### config.mk
export PLATFORM = sky130hd
export DESIGN_NAME = dac_clear_fault_control
export DESIGN_NICKNAME = d
export VERILOG_FILES = /design/src/dac_ctrl_pkg.sv /design/src/dac_clear_fault_control.sv
export SDC_FILE = /design/constraint.sdc
export NUM_CORES = 1
export LEC_CHECK = 0
export CORE_MARGIN = 1
export CORE_UTILIZATION = 57
export CTS_BUF_LIST = sky130_fd_sc_hd__clkbuf_8 sky130_fd_sc_hd__clkbuf_16
export DETAILED_ROUTE_END_ITERATION = 16
export DONT_BUFFER_PORTS = 1
export GPL_TIMING_DRIVEN = 0
export PLACE_DENSITY_LB_ADDON = 0.2
export SYNTH_ARGS = -nofsm -noshare
export SYNTH_HDL_FRONTEND = slang
export SYNTH_SLANG_ARGS = --single-unit
export TNS_END_PERCENT = 10
### constraint.sdc
create_clock -name pclk -period 2 [get_ports pclk]
set_input_delay 0.1 -clock pclk [delete_from_list [all_inputs] [get_ports pclk]]
set_output_delay 0.1 -clock pclk [all_outputs]
set_load 0.05 [all_outputs]
### src/dac_ctrl_pkg.sv
package dac_ctrl_pkg;

	// Register offsets on the APB bus (byte addresses).
	localparam logic [7:0] CTRL_OFS   = 8'h00;
	localparam logic [7:0] DATA_OFS   = 8'h04;
	localparam logic [7:0] LATCH_OFS  = 8'h08;
	localparam logic [7:0] STATUS_OFS = 8'h0C;
	localparam logic [7:0] OUT_OFS    = 8'h10;

	// Control register field positions.
	localparam int CLEAR_VALUE_SELECT_BIT_POS = 15;
	localparam int OVERRANGE_BIT_POS = 14;
	localparam int EXT_SET_RESISTOR_BIT_POS   = 13;
	localparam int OUTPUT_ENABLE_BIT_POS  = 12;
	localparam int SLEW_CTRL_ENABLE_BIT_POS   = 5;
	localparam int RANGE_LSB  = 0;

	// Status register field positions.
	localparam int IFAULT_POS = 2;
	localparam int OTEMP_POS  = 0;
	localparam int CLRACT_POS = 3;

	// Reset values.
	localparam logic [15:0] CTRL_RST = 16'h0000;
	localparam logic [15:0] CODE_RST = 16'h0000;

	// Output codes used by the default and clear values.
	localparam logic [15:0] CODE_ZERO = 16'h0000;
	localparam logic [15:0] CODE_MID  = 16'h8000;

	// Output range selection codes.
	typedef enum logic [2:0] {
		RNG_U5   = 3'b000,
		RNG_U10  = 3'b001,
		RNG_B5   = 3'b010,
		RNG_B10  = 3'b011,
		RNG_I420 = 3'b101,
		RNG_I020 = 3'b110,
		RNG_I024 = 3'b111
	} range_t;

	// Control fields travel together as one struct.
	typedef struct packed {
		logic   clear_value_select_bit;
		logic   overrange_bit;
		logic   ext_set_resistor_bit;
		logic   output_enable_bit;
		logic   slew_ctrl_enable_bit;
		range_t range;
	} ctrl_t;

	// Analog control outputs grouped for the converter core.
	typedef struct packed {
		logic [15:0] code;
		logic        volt_bipolar;
		logic        overrange;
		logic        ext_rset;
		logic        out_enable;
		logic        hart_enable;
		logic        slew_enable;
		logic        iout_clamp_low;
	} analog_t;

endpackage : dac_ctrl_pkg

### src/dac_clear_fault_control.sv
// Register access over APB and the address map were decided locally.
`timescale 1ns/1ns
// Notes on behaviour
// - Fault alert is open-drain, active low.
// - Low headroom on current stage raises fault.
// - Over-temperature detector raises fault.
// - Separate status flags identify fault source.
// - Overrange bit widens voltage range ten percent.
// - Clear input high forces zero/mid code.
// - Clear selection is pin OR bit.
// - Selection sets clear and default values.
// - Clear drives current to range bottom.
// - Cleared value held after clear releases.
// - Bare latch pulse restores preclear value.
// - Data writes ignored while clear high.
// - New voltage range loads default value.
// - Enabling output loads default value.
// - Control bit selects external set resistor.
// - HART passes only while output enabled.
module dac_clear_fault_control (
	input  wire logic                  pclk,
	input  wire logic                  presetn,
	input  wire logic                  clk_en,
	input  wire logic                  psel,
	input  wire logic                  penable,
	input  wire logic                  pwrite,
	input  wire logic [7:0]            paddr,
	input  wire logic [31:0]           pwdata,
	output logic      [31:0]           prdata,
	output logic                       pready,
	output logic                       pslverr,
	input  wire logic                  clear_pin,
	input  wire logic                  clear_select_pin,
	input  wire logic                  headroom_low,
	input  wire logic                  over_temp,
	input  wire logic                  fault_alert_in,
	output logic                       fault_alert_out,
	output logic                       fault_alert_oe,
	output dac_ctrl_pkg::analog_t      analog
);
	import dac_ctrl_pkg::*;

	// Asynchronous pins pass two flip-flops; stage one is read only by stage two.
	logic [3:0] sync1_q;                         // First synchroniser stage.
	logic [3:0] sync2_q;                         // Second synchroniser stage.
	logic       clr_s;                           // Synchronised clear pin.
	logic       csel_s;                          // Synchronised clear select pin.
	logic       hdr_s;                           // Synchronised headroom alarm.
	logic       otp_s;                           // Synchronised temperature alarm.

	// Control and data state.
	ctrl_t       ctrl_q;                         // Control register.
	logic [15:0] data_q;                         // Input data register awaiting latch.
	logic        data_new_q;                     // Data written since last latch.
	logic [15:0] code_q;                         // Code presented to the converter.
	logic [15:0] preclr_q;                       // Value held before the clear.
	logic        clr_d1_q;                       // Delayed clear for edge detection.
	logic        fault_q;                        // Registered combined fault.

	// Bus decode.
	logic        acc;                            // Access phase, always one cycle.
	logic        wr;                             // Write strobe at completion.
	logic        hit_ctrl;                       // Control register selected.
	logic        hit_data;                       // Data register selected.
	logic        hit_latch;                      // Latch strobe register selected.
	logic        hit_stat;                       // Status register selected.
	logic        hit_out;                        // Output code register selected.
	logic        mapped;                         // Any register selected.
	ctrl_t       ctrl_new;                       // Control value being written.
	logic        eff_sel;                        // Effective clear selection.
	logic        bipolar;                        // Current range is bipolar voltage.
	logic        cur_mode;                       // Current range is a current range.
	logic [15:0] dflt_code;                      // Default and clear code.
	logic        new_sel;                        // Selection once the control write lands.
	logic        new_bip;                        // Written range is bipolar voltage.
	logic [15:0] dflt_new;                       // Default code for the written control word.
	logic        rng_change;                     // Write selects a new range.
	logic        en_rise;                        // Write sets the enable bit.
	logic        clr_rise;                       // Clear pin just went high.

	assign clr_s  = sync2_q[0];
	assign csel_s = sync2_q[1];
	assign hdr_s  = sync2_q[2];
	assign otp_s  = sync2_q[3];

	// The slave answers in the first access cycle, so pready is simply high.
	assign acc       = psel & penable;
	assign wr        = acc & pwrite & clk_en;
	assign hit_ctrl  = (paddr == CTRL_OFS);
	assign hit_data  = (paddr == DATA_OFS);
	assign hit_latch = (paddr == LATCH_OFS);
	assign hit_stat  = (paddr == STATUS_OFS);
	assign hit_out   = (paddr == OUT_OFS);
	assign mapped    = hit_ctrl | hit_data | hit_latch | hit_stat | hit_out;
	assign pready    = 1'b1;
	assign pslverr   = acc & ~mapped;

	// Field unpacking of the written control word.
	assign ctrl_new.clear_value_select_bit = pwdata[CLEAR_VALUE_SELECT_BIT_POS];
	assign ctrl_new.overrange_bit          = pwdata[OVERRANGE_BIT_POS];
	assign ctrl_new.ext_set_resistor_bit   = pwdata[EXT_SET_RESISTOR_BIT_POS];
	assign ctrl_new.output_enable_bit      = pwdata[OUTPUT_ENABLE_BIT_POS];
	assign ctrl_new.slew_ctrl_enable_bit   = pwdata[SLEW_CTRL_ENABLE_BIT_POS];
	assign ctrl_new.range                  = range_t'(pwdata[RANGE_LSB +: 3]);

	// The selection is the OR of pin and bit.
	assign eff_sel  = csel_s | ctrl_q.clear_value_select_bit;
	assign cur_mode = ctrl_q.range[2];
	assign bipolar  = (ctrl_q.range == RNG_B5) | (ctrl_q.range == RNG_B10);
	// Select 0 gives 0 V (bottom code unipolar, midscale bipolar).
	// Select 1 gives midscale unipolar and the bottom code on bipolar ranges.
	assign dflt_code = (eff_sel ^ bipolar) ? CODE_MID : CODE_ZERO;
	// A range or enable write must use the word being written, not the old one.
	assign new_sel  = csel_s | ctrl_new.clear_value_select_bit;
	assign new_bip  = (ctrl_new.range == RNG_B5) | (ctrl_new.range == RNG_B10);
	assign dflt_new = (new_sel ^ new_bip) ? CODE_MID : CODE_ZERO;

	assign rng_change = wr & hit_ctrl & (ctrl_new.range != ctrl_q.range);
	assign en_rise    = wr & hit_ctrl & ctrl_new.output_enable_bit
	                    & ~ctrl_q.output_enable_bit;
	assign clr_rise   = clr_s & ~clr_d1_q;

	// Two-stage synchroniser for all asynchronous pins.
	always_ff @(posedge pclk or negedge presetn) begin
		if (!presetn) begin
			sync1_q <= 4'h0;
			sync2_q <= 4'h0;
		end else if (clk_en) begin
			sync1_q <= {over_temp, headroom_low, clear_select_pin, clear_pin};
			sync2_q <= sync1_q;
		end
	end

	// Control register; the control word lives at this bus offset.
	always_ff @(posedge pclk or negedge presetn) begin
		if (!presetn) begin
			ctrl_q <= ctrl_t'(CTRL_RST[$bits(ctrl_t)-1:0]);
		end else if (wr && hit_ctrl) begin
			ctrl_q <= ctrl_new;
		end
	end

	// Input data register refuses writes while clear is high.
	always_ff @(posedge pclk or negedge presetn) begin
		if (!presetn) begin
			data_q     <= CODE_RST;
			data_new_q <= 1'b0;
		end else if (wr && hit_data && !clr_s) begin
			data_q     <= pwdata[15:0];
			data_new_q <= 1'b1;
		end else if (wr && hit_latch && !clr_s) begin
			data_new_q <= 1'b0;
		end
	end

	// Output code: clear, default loads, latch and restore.
	always_ff @(posedge pclk or negedge presetn) begin
		if (!presetn) begin
			code_q   <= CODE_RST;
			preclr_q <= CODE_RST;
			clr_d1_q <= 1'b0;
		end else if (clk_en) begin
			clr_d1_q <= clr_s;
			if (clr_rise) begin
				// Keep the value so a bare latch can bring it back.
				preclr_q <= code_q;
				code_q   <= dflt_code;
			end else if (clr_s) begin
				// Held at the clear code; the output mux forces range bottom in current mode.
				code_q <= dflt_code;
			end else if (rng_change || en_rise) begin
				code_q <= dflt_new;
			end else if (wr && hit_latch) begin
				// A latch without new data restores the preclear value.
				code_q <= data_new_q ? data_q : preclr_q;
			end
			// Otherwise the cleared value simply stays.
		end
	end

	// Fault alert tracks both detectors and drops when both are gone.
	always_ff @(posedge pclk or negedge presetn) begin
		if (!presetn) begin
			fault_q <= 1'b0;
		end else if (clk_en) begin
			fault_q <= hdr_s | otp_s;
		end
	end

	// Open drain: only ever pull low.
	assign fault_alert_out = 1'b0;
	assign fault_alert_oe  = fault_q;

	// Analog controls; current mode forces code to range bottom on clear.
	assign analog.code           = (clr_s & cur_mode) ? CODE_ZERO : code_q;
	assign analog.volt_bipolar   = bipolar;
	assign analog.overrange      = ctrl_q.overrange_bit;
	assign analog.ext_rset       = ctrl_q.ext_set_resistor_bit;
	assign analog.out_enable     = ctrl_q.output_enable_bit;
	assign analog.hart_enable    = ctrl_q.output_enable_bit & cur_mode;
	assign analog.slew_enable    = ctrl_q.slew_ctrl_enable_bit;
	assign analog.iout_clamp_low = clr_s & cur_mode;

	// Read mux; status shows each fault source separately.
	always_comb begin
		prdata = 32'h0;
		if (acc && !pwrite) begin
			if (hit_ctrl) begin
				prdata[CLEAR_VALUE_SELECT_BIT_POS]     = ctrl_q.clear_value_select_bit;
				prdata[OVERRANGE_BIT_POS]     = ctrl_q.overrange_bit;
				prdata[EXT_SET_RESISTOR_BIT_POS]       = ctrl_q.ext_set_resistor_bit;
				prdata[OUTPUT_ENABLE_BIT_POS]      = ctrl_q.output_enable_bit;
				prdata[SLEW_CTRL_ENABLE_BIT_POS]       = ctrl_q.slew_ctrl_enable_bit;
				prdata[RANGE_LSB +: 3] = ctrl_q.range;
			end else if (hit_data) begin
				prdata[15:0] = data_q;
			end else if (hit_stat) begin
				prdata[IFAULT_POS] = hdr_s;
				prdata[OTEMP_POS]  = otp_s;
				prdata[CLRACT_POS] = clr_s;
			end else if (hit_out) begin
				prdata[15:0] = code_q;
			end
		end
	end

endmodule : dac_clear_fault_control

==> out/summary.txt, run 1 <==
========================================================================================
Starting Density ..........................................................       0.6032
Overall track demand over capacity in global routing ......................       0.2826
Largest cells by area after synthesis ..................................... dfrtp_1 (46%), mux2_2 (17%), buf_4 (4.9%)
Count of unique library cells instantiated by Yosys .......................           42
Share of Yosys cell area claimed by the top area cell type ................       0.4586
Worst-Skew Late Latency ...................................................      0.34 ns
Vertical die dimension ....................................................     82.09 um
Leading register cell type out of synthesis ...............................      dfrtp_1
Routability congestion estimate ...........................................       0.8319
Min-delay worst type ...................................................... input port to register
RSZ-0062 raised after global routing ......................................         true
Mean Syn Cell Area ........................................................   11.68 um^2
Largest net degree at the start of global routing .........................           68
Post-detailed-route DRC marker count ......................................            0
Initial antenna violation count ...........................................            0
Total cell area at the placement stage ....................................    3820 um^2
Final standard cell utilization of the core ...............................       0.7424
Adder-cell area share of the yosys netlist ................................            0
Worst slack on hold paths .................................................   0.03653 ns
ANT cells .................................................................            0
Number of placement rows ..................................................           28
Transition time at the pin with the least slew margin .....................    0.9651 ns
Complex-gate fraction of the synthesized area .............................      0.07529
Deepest clock path buffer count ...........................................            2
Count of placed standard cells in the final layout, fillers left out ......          450
Share of layout cells above drive strength 1 ..............................       0.4160
Total power of the final layout ...........................................     3.037 mW
Global-route wire length before repair ....................................     13.55 mm
Largest family of logic cells by synthesized area ......................... multiplexers
Die width .................................................................     82.09 um
CTS H-Tree Depth ..........................................................            3
Post-synthesis async set-or-reset flop share ..............................        1.000
Fraction of synthesized area in multiplexers ..............................       0.2505
Number of max-slew violations in the final report .........................            0
Fin. Hold Viols ...........................................................            0
Final period util .........................................................        1.000
Number of fill cells ......................................................          414
Die area ..................................................................    6738 um^2
Power per cell area ....................................................... 674.9 nW/um^2
Final setup vio count .....................................................            2
Worst slack, placed .......................................................   -0.6381 ns
Number of buffers inserted during clock tree synthesis ....................            9
Cell with the most instances after synthesis ..............................      dfrtp_1
Arrival time of the worst setup path ......................................      2.23 ns
Total half-perimeter wirelength after legalization and detailed placement .     5.754 mm
Max-capacitance violation count ...........................................            0
Required arrival time at the worst endpoint ...............................      2.23 ns
Reported leakage power ....................................................     2.182 nW
Total Wirelength ..........................................................     8.740 mm
Tightest slew margin relative to the limit ................................       0.3538
Category of the worst setup path launch point .............................     register
Sequential area share after synthesis .....................................       0.4586
Violated checks ........................................................... negative setup slack
Final #Nets ...............................................................          421
Type of element capturing the critical path ...............................     register
Core Box Area .............................................................    6061 um^2
CTS tree ..................................................................        built
Biggest area consumer among synthesized cells .............................      dfrtp_1
Post-Syn Instances ........................................................          313
Sequential cell area ......................................................    1678 um^2
Worst Path Class, Setup ................................................... register to register
Area grow syn2layout ......................................................       23.07%
Antenna-violating nets left ...............................................            0
Global-route congestion overflow total ....................................            0
DR vias/cell ..............................................................        5.740
Post-synthesis cell area ..................................................    3656 um^2
Routed len/inst ...........................................................     19.42 um
Shortest clock period the worst path allows after layout ..................     2.001 ns
Xor and xnor area share after synthesis ...................................      0.01198
Worst setup skew after layout .............................................   0.01405 ns
Flops & latches, synth ....................................................           67
Clock transition at path regs .............................................      0.07 ns
Initial DRC Count .........................................................          206
Detailed-router iteration count before antenna repair .....................            4
Count of buffers inserted at the top-level ports ..........................            0
Final sum of negative setup slack ......................................... -0.001172 ns
Via count of the first global-routing pass ................................        2,613
Maximum clock frequency ...................................................   0.4998 GHz
Simple-gate portion of the synthesized area ...............................       0.1222
Via count .................................................................        2,583
Post-route cell area ......................................................    4499 um^2
Ranking of synthesized cells by instance count ............................ dfrtp_1 (67), mux2_2 (56), nor2_1 (38)
Critical-path maximum fanout ..............................................           10
Post-placement cell count .................................................          404
Cell at the root of the clock tree ........................................     clkbuf_8
Number of synthesized flops with an enable pin ............................            0
Clock sink count ..........................................................           67
Post-route worst setup slack .............................................. -0.0007208 ns
Number of top-level pins ..................................................          110
Peak supply drop ..........................................................    0.4853 mV
Status .................................................................... finished, violations left
Area occupied by multi-input gates ........................................    1899 um^2
Count of yosys warnings during synthesis ..................................            0
========================================================================================
==> repair_timing <==
action | in CTS | in global routing
pin swaps | 4 | 7
hold buffers | 24 | 0
setup endpoints to repair | 36 | 32
resized for setup | 37 | 8
cloned | 0 | 0
hold endpoints to repair | 96 | 0
setup buffers | 1 | 8
==> critical path, cell delays in order (launching register included) <==
cell	delay (ns)
dfrtp_2	0.45
xor2_2	0.17
a2111oi_4	0.41
o21ai_4	0.11
o21a_1	0.19
buf_6	0.13
buf_12	0.14
mux2_4	0.29
==> area by class of cell <==
class,count,share of cell area
Clock buffer,11,0.03365
Tap cell,75,0.02086
Multi-Input combinational cell,218,0.4221
Clock inverter,5,0.01168
Buffer,36,0.06146
Sequential cell,67,0.3729
Timing Repair Buffer,33,0.07230
Inverter,5,0.005006
==> report_power, final <==
group | leakage, nW | internal (mW) | switching (mW) | total, mW
clock | 0.110 | 0.638 | 0.524 | 1.16
combinational | 1.17 | 0.164 | 0.264 | 0.428
sequential | 0.902 | 1.40 | 0.0468 | 1.45
total | 2.18 | 2.20 | 0.835 | 3.04
==> registers in the layout, summed over array words and instances (netlist names) <==
register        flops
analog              4
clr_d1_q            1
code_q             16
ctrl_q              4
data_new_q          1
data_q             16
fault_alert_oe      1
preclr_q           16
sync1_q             4
sync2_q             4
==> cell usage in the layout, fill, tap and decap left out, types with 3 or more instances in the layout <==
master / count
mux2_2: 56
mux2_4: 9
a21oi_1: 3
dlygate4sd3_1: 23
nand2_1: 6
o21ai_0: 10
a22oi_1: 7
dfrtp_1: 66
buf_4: 33
a221oi_1: 6
clkbuf_8: 11
nor2_1: 23
and2_1: 18
buf_6: 3
inv_1: 5
conb_1: 18
nor2_4: 13
mux2i_1: 15
==> per-layer routing <==
| metal | track usage | up-vias | wire length [um] |
|---|---|---|---|
| li1 | - | 1175 | - |
| met1 | 0.3615 | 1286 | 3608 |
| met2 | 0.4545 | 99 | 4376 |
| met3 | 0.06444 | 23 | 522 |
| met4 | 0.1298 | 0 | 233 |
| met5 | 0 | - | 0 |
==> path summary, 6_finish.rpt <==
check | start | to | slack [ns] | cells after the start
worst max register to register | ctrl_q[2] | code_q[8] | -0.0007 | 7
worst max-delay path | ctrl_q[2] | code_q[8] | -0.0007 | 7
worst min-delay path | paddr[2] | code_q[15] | 0.04 | 3
worst min register to register | sync1_q[0] | sync2_q[0] | 0.48 | 2
min in group asynchronous | presetn | analog[4] | 0.27 | 2
max in group asynchronous | presetn | ctrl_q[2] | 1.39 | 2
==> cell families after synthesis <==
family	Yosys count
AND/OR/NAND/NOR	80
multiplexers	80
other	2
XOR/XNOR	5
AO/OA/AOI/OAI	35
buffers and inverters	44
flip-flops	67
(Power assumes the default switching activity.)
==> run 2, diff against run 1 <==
--- a/config.mk
+++ b/config.mk
@@ -6,11 +6,10 @@
 export NUM_CORES = 1
 export LEC_CHECK = 0
 export CORE_MARGIN = 1
-export CORE_UTILIZATION = 57
+export CORE_UTILIZATION = 42
 export CTS_BUF_LIST = sky130_fd_sc_hd__clkbuf_8 sky130_fd_sc_hd__clkbuf_16
 export DETAILED_ROUTE_END_ITERATION = 16
 export DONT_BUFFER_PORTS = 1
-export GPL_TIMING_DRIVEN = 0
 export PLACE_DENSITY_LB_ADDON = 0.2
 export SYNTH_ARGS = -nofsm -noshare
 export SYNTH_HDL_FRONTEND = slang
==> constraint.sdc (replaced) <==
create_clock -name pclk -period 2.25 [get_ports pclk]
set_input_delay 0.1125 -clock pclk [delete_from_list [all_inputs] [get_ports pclk]]
set_output_delay 0.1125 -clock pclk [all_outputs]
set_load 0.05 [all_outputs]
==> out/summary.txt, run 2 (synthesis results as in run 1) <==
========================================================================================
Overall track demand over capacity in global routing ......................       0.2081   -0.07447
Core Box Area .............................................................    8341 um^2   +38%
Count of placed standard cells in the final layout, fillers left out ......          466   +3.6%
Status .................................................................... complete, no violations
Global-route wire length before repair ....................................     13.75 mm   +1.5%
Count of buffers inserted at the top-level ports ..........................            0   unchanged
Worst Path Class, Setup ................................................... register to register
Vertical die dimension ....................................................     95.30 um   +16%
Number of fill cells ......................................................          754   +82%
Final setup vio count .....................................................            0   -2
Tightest slew margin relative to the limit ................................       0.4189   +0.06510
Worst hold start ..........................................................     paddr[2]
Cell at the root of the clock tree ........................................     clkbuf_8
Number of buffers inserted during clock tree synthesis ....................            9   unchanged
Die width .................................................................     95.30 um   +16%
Shortest clock period the worst path allows after layout ..................     1.968 ns   -0.03268 ns
Sequential fraction of design power .......................................        0.514   +0.037
CTS H-Tree Depth ..........................................................            3   unchanged
Transition time at the pin with the least slew margin .....................    0.8679 ns   -0.09722 ns
Critical register-to-register path startpoint .............................    ctrl_q[2]
Peak supply drop ..........................................................    0.2434 mV   -50%
CTS tree ..................................................................        built
Type of element capturing the critical path ...............................     register
Fin. Hold Viols ...........................................................            0   unchanged
Maximum clock frequency ...................................................   0.5081 GHz   +1.7%
Antenna-violating nets left ...............................................            0   unchanged
ANT cells .................................................................            0   unchanged
Final standard cell utilization of the core ...............................       0.5132   -0.2292
Critical-path maximum fanout ..............................................           16   +6
Final period util .........................................................       0.8747   -0.1257
Final sum of negative setup slack .........................................         0 ns   +0.001172 ns
Total half-perimeter wirelength after legalization and detailed placement .     5.762 mm   +0.13%
Max-capacitance violation count ...........................................            0   unchanged
Switching fraction of total power .........................................       0.2782   +0.003256
Final #Nets ...............................................................          409   -2.9%
Number of max-slew violations in the final report .........................            0   unchanged
Post-detailed-route DRC marker count ......................................            0   unchanged
Worst setup skew after layout .............................................  0.008696 ns   -0.005352 ns
Proportion of power drawn by combinational gates ..........................        0.133   -0.008
RSZ-0062 raised after global routing ......................................        false
Clock transition at path regs .............................................      0.07 ns   about the same
Share of layout cells above drive strength 1 ..............................       0.3407   -0.07528
Arrival time of the worst setup path ......................................      2.19 ns   -0.04 ns
Reported leakage power ....................................................     2.111 nW   -3.2%
Power per cell area ....................................................... 583.9 nW/um^2   -13%
Initial antenna violation count ...........................................            0   unchanged
Post-placement cell count .................................................          427   +5.7%
Required arrival time at the worst endpoint ...............................      2.47 ns   +0.24 ns
Via count of the first global-routing pass ................................        2,619   +0.23%
Global-route congestion overflow total ....................................            0   unchanged
Total Wirelength ..........................................................     8.653 mm   -1.0%
Number of placement rows ..................................................           33   +18%
Starting Density ..........................................................       0.4383   -0.1649
Via count .................................................................        2,539   -1.7%
Number of top-level pins ..................................................          110   unchanged
Net Sw Power ..............................................................     695.4 uW   -17%
Registers with the most flip-flops ........................................ code_q x16, data_q x16, preclr_q x16
Die area ..................................................................    9082 um^2   +35%
Routability congestion estimate ...........................................       0.7315   -12%
Most common cell after layout, fill and taps aside ........................      dfrtp_1
Commonest cells after routing, fill and taps aside ........................ dfrtp_1 (67), mux2_2 (56), nor2_1 (38)
Initial DRC Count .........................................................           92   -55%
Post-CTS setup buffer count ...............................................            0   -1
Internal power component ..................................................     1.804 mW   -18%
Area grow syn2layout ......................................................       17.08%
Worst-Skew Late Latency ...................................................      0.34 ns   about the same
Detailed-router iteration count before antenna repair .....................            4   unchanged
Largest net degree at the start of global routing .........................           68   unchanged
DR vias/cell ..............................................................        5.448   -5.1%
Routed len/inst ...........................................................     18.57 um   -4.4%
Min-delay worst type ...................................................... input port to register
Category of the worst setup path launch point .............................     register
Clock sink count ..........................................................           67   unchanged
Proportion of power drawn by the clock network ............................        0.353   -0.030
Origin of the worst setup path ............................................    ctrl_q[2]
Deepest clock path buffer count ...........................................            2   unchanged
========================================================================================
run 2: path summary, 6_finish.rpt:
check	to	slack, ns	cells past startpoint
min in group asynchronous	analog[4]	0.31	2
max	code_q[13]	0.28	6
min	code_q[15]	0.07	3
max in group asynchronous	data_q[8]	1.66	2
min reg2reg	preclr_q[15]	0.48	2
max reg2reg	code_q[13]	0.28	6
run 2: repair_timing:
item                                   in CTS  in global routing
hold buffers                               25                  0
gates resized for setup                     0                  0
endpoints found under the hold margin     103                  0
run 2: power groups by stage:
stage / Sequential [mW] / Combinational [mW] / Clock [mW]
finish: 1.28 / 0.333 / 0.882
global route: 1.29 / 0.361 / 0.947
CTS: 1.28 / 0.337 / 0.900
detailed placement: 1.31 / 0.267 / 0
global placement: 1.31 / 0.264 / 0
floorplan: 1.30 / 0.259 / 0
run 2: through the flow:
stage	power (mW)	setup WS (ns)	hold WS (ns)	area, um^2
after floorplan	1.554	-0.07523	-0.1831	3721
after global placement	1.571	0.3293	-0.1807	3845
after detailed placement	1.575	0.3045	-0.1807	3845
after CTS	2.521	0.2902	0.06023	4280
after global routing	2.598	0.2187	0.09135	4280
final	2.499	0.2820	0.07208	4280
run 2: area by class of cell:
type | count | area, um^2 | share of cell area
multi-input cells | 218 | 1765 | 0.4125
flip-flops and latches | 67 | 1677 | 0.3917
repair buffers | 57 | 520.5 | 0.1216
clock buffers | 11 | 151.4 | 0.03537
well taps | 105 | 131.4 | 0.03069
inverters | 5 | 18.77 | 0.004385
clock inverters | 3 | 16.27 | 0.003800
run 2: critical path: stages, from the launching register on:
cell	delay [ns]
dfrtp_1	0.45
xor2_1	0.21
a2111oi_4	0.43
o21ai_4	0.08
o21a_1	0.20
buf_12	0.16
mux2_4	0.30
run 2: layer usage:
| layer | track usage | vias to the layer above | routed length, um |
|---|---|---|---|
| met3 | 0.05423 | 9 | 493 |
| met5 | 0 | - | 0 |
| met2 | 0.3315 | 78 | 4135 |
| met4 | 0.06313 | 0 | 97 |
| li1 | - | 1145 | - |
| met1 | 0.2765 | 1307 | 3927 |
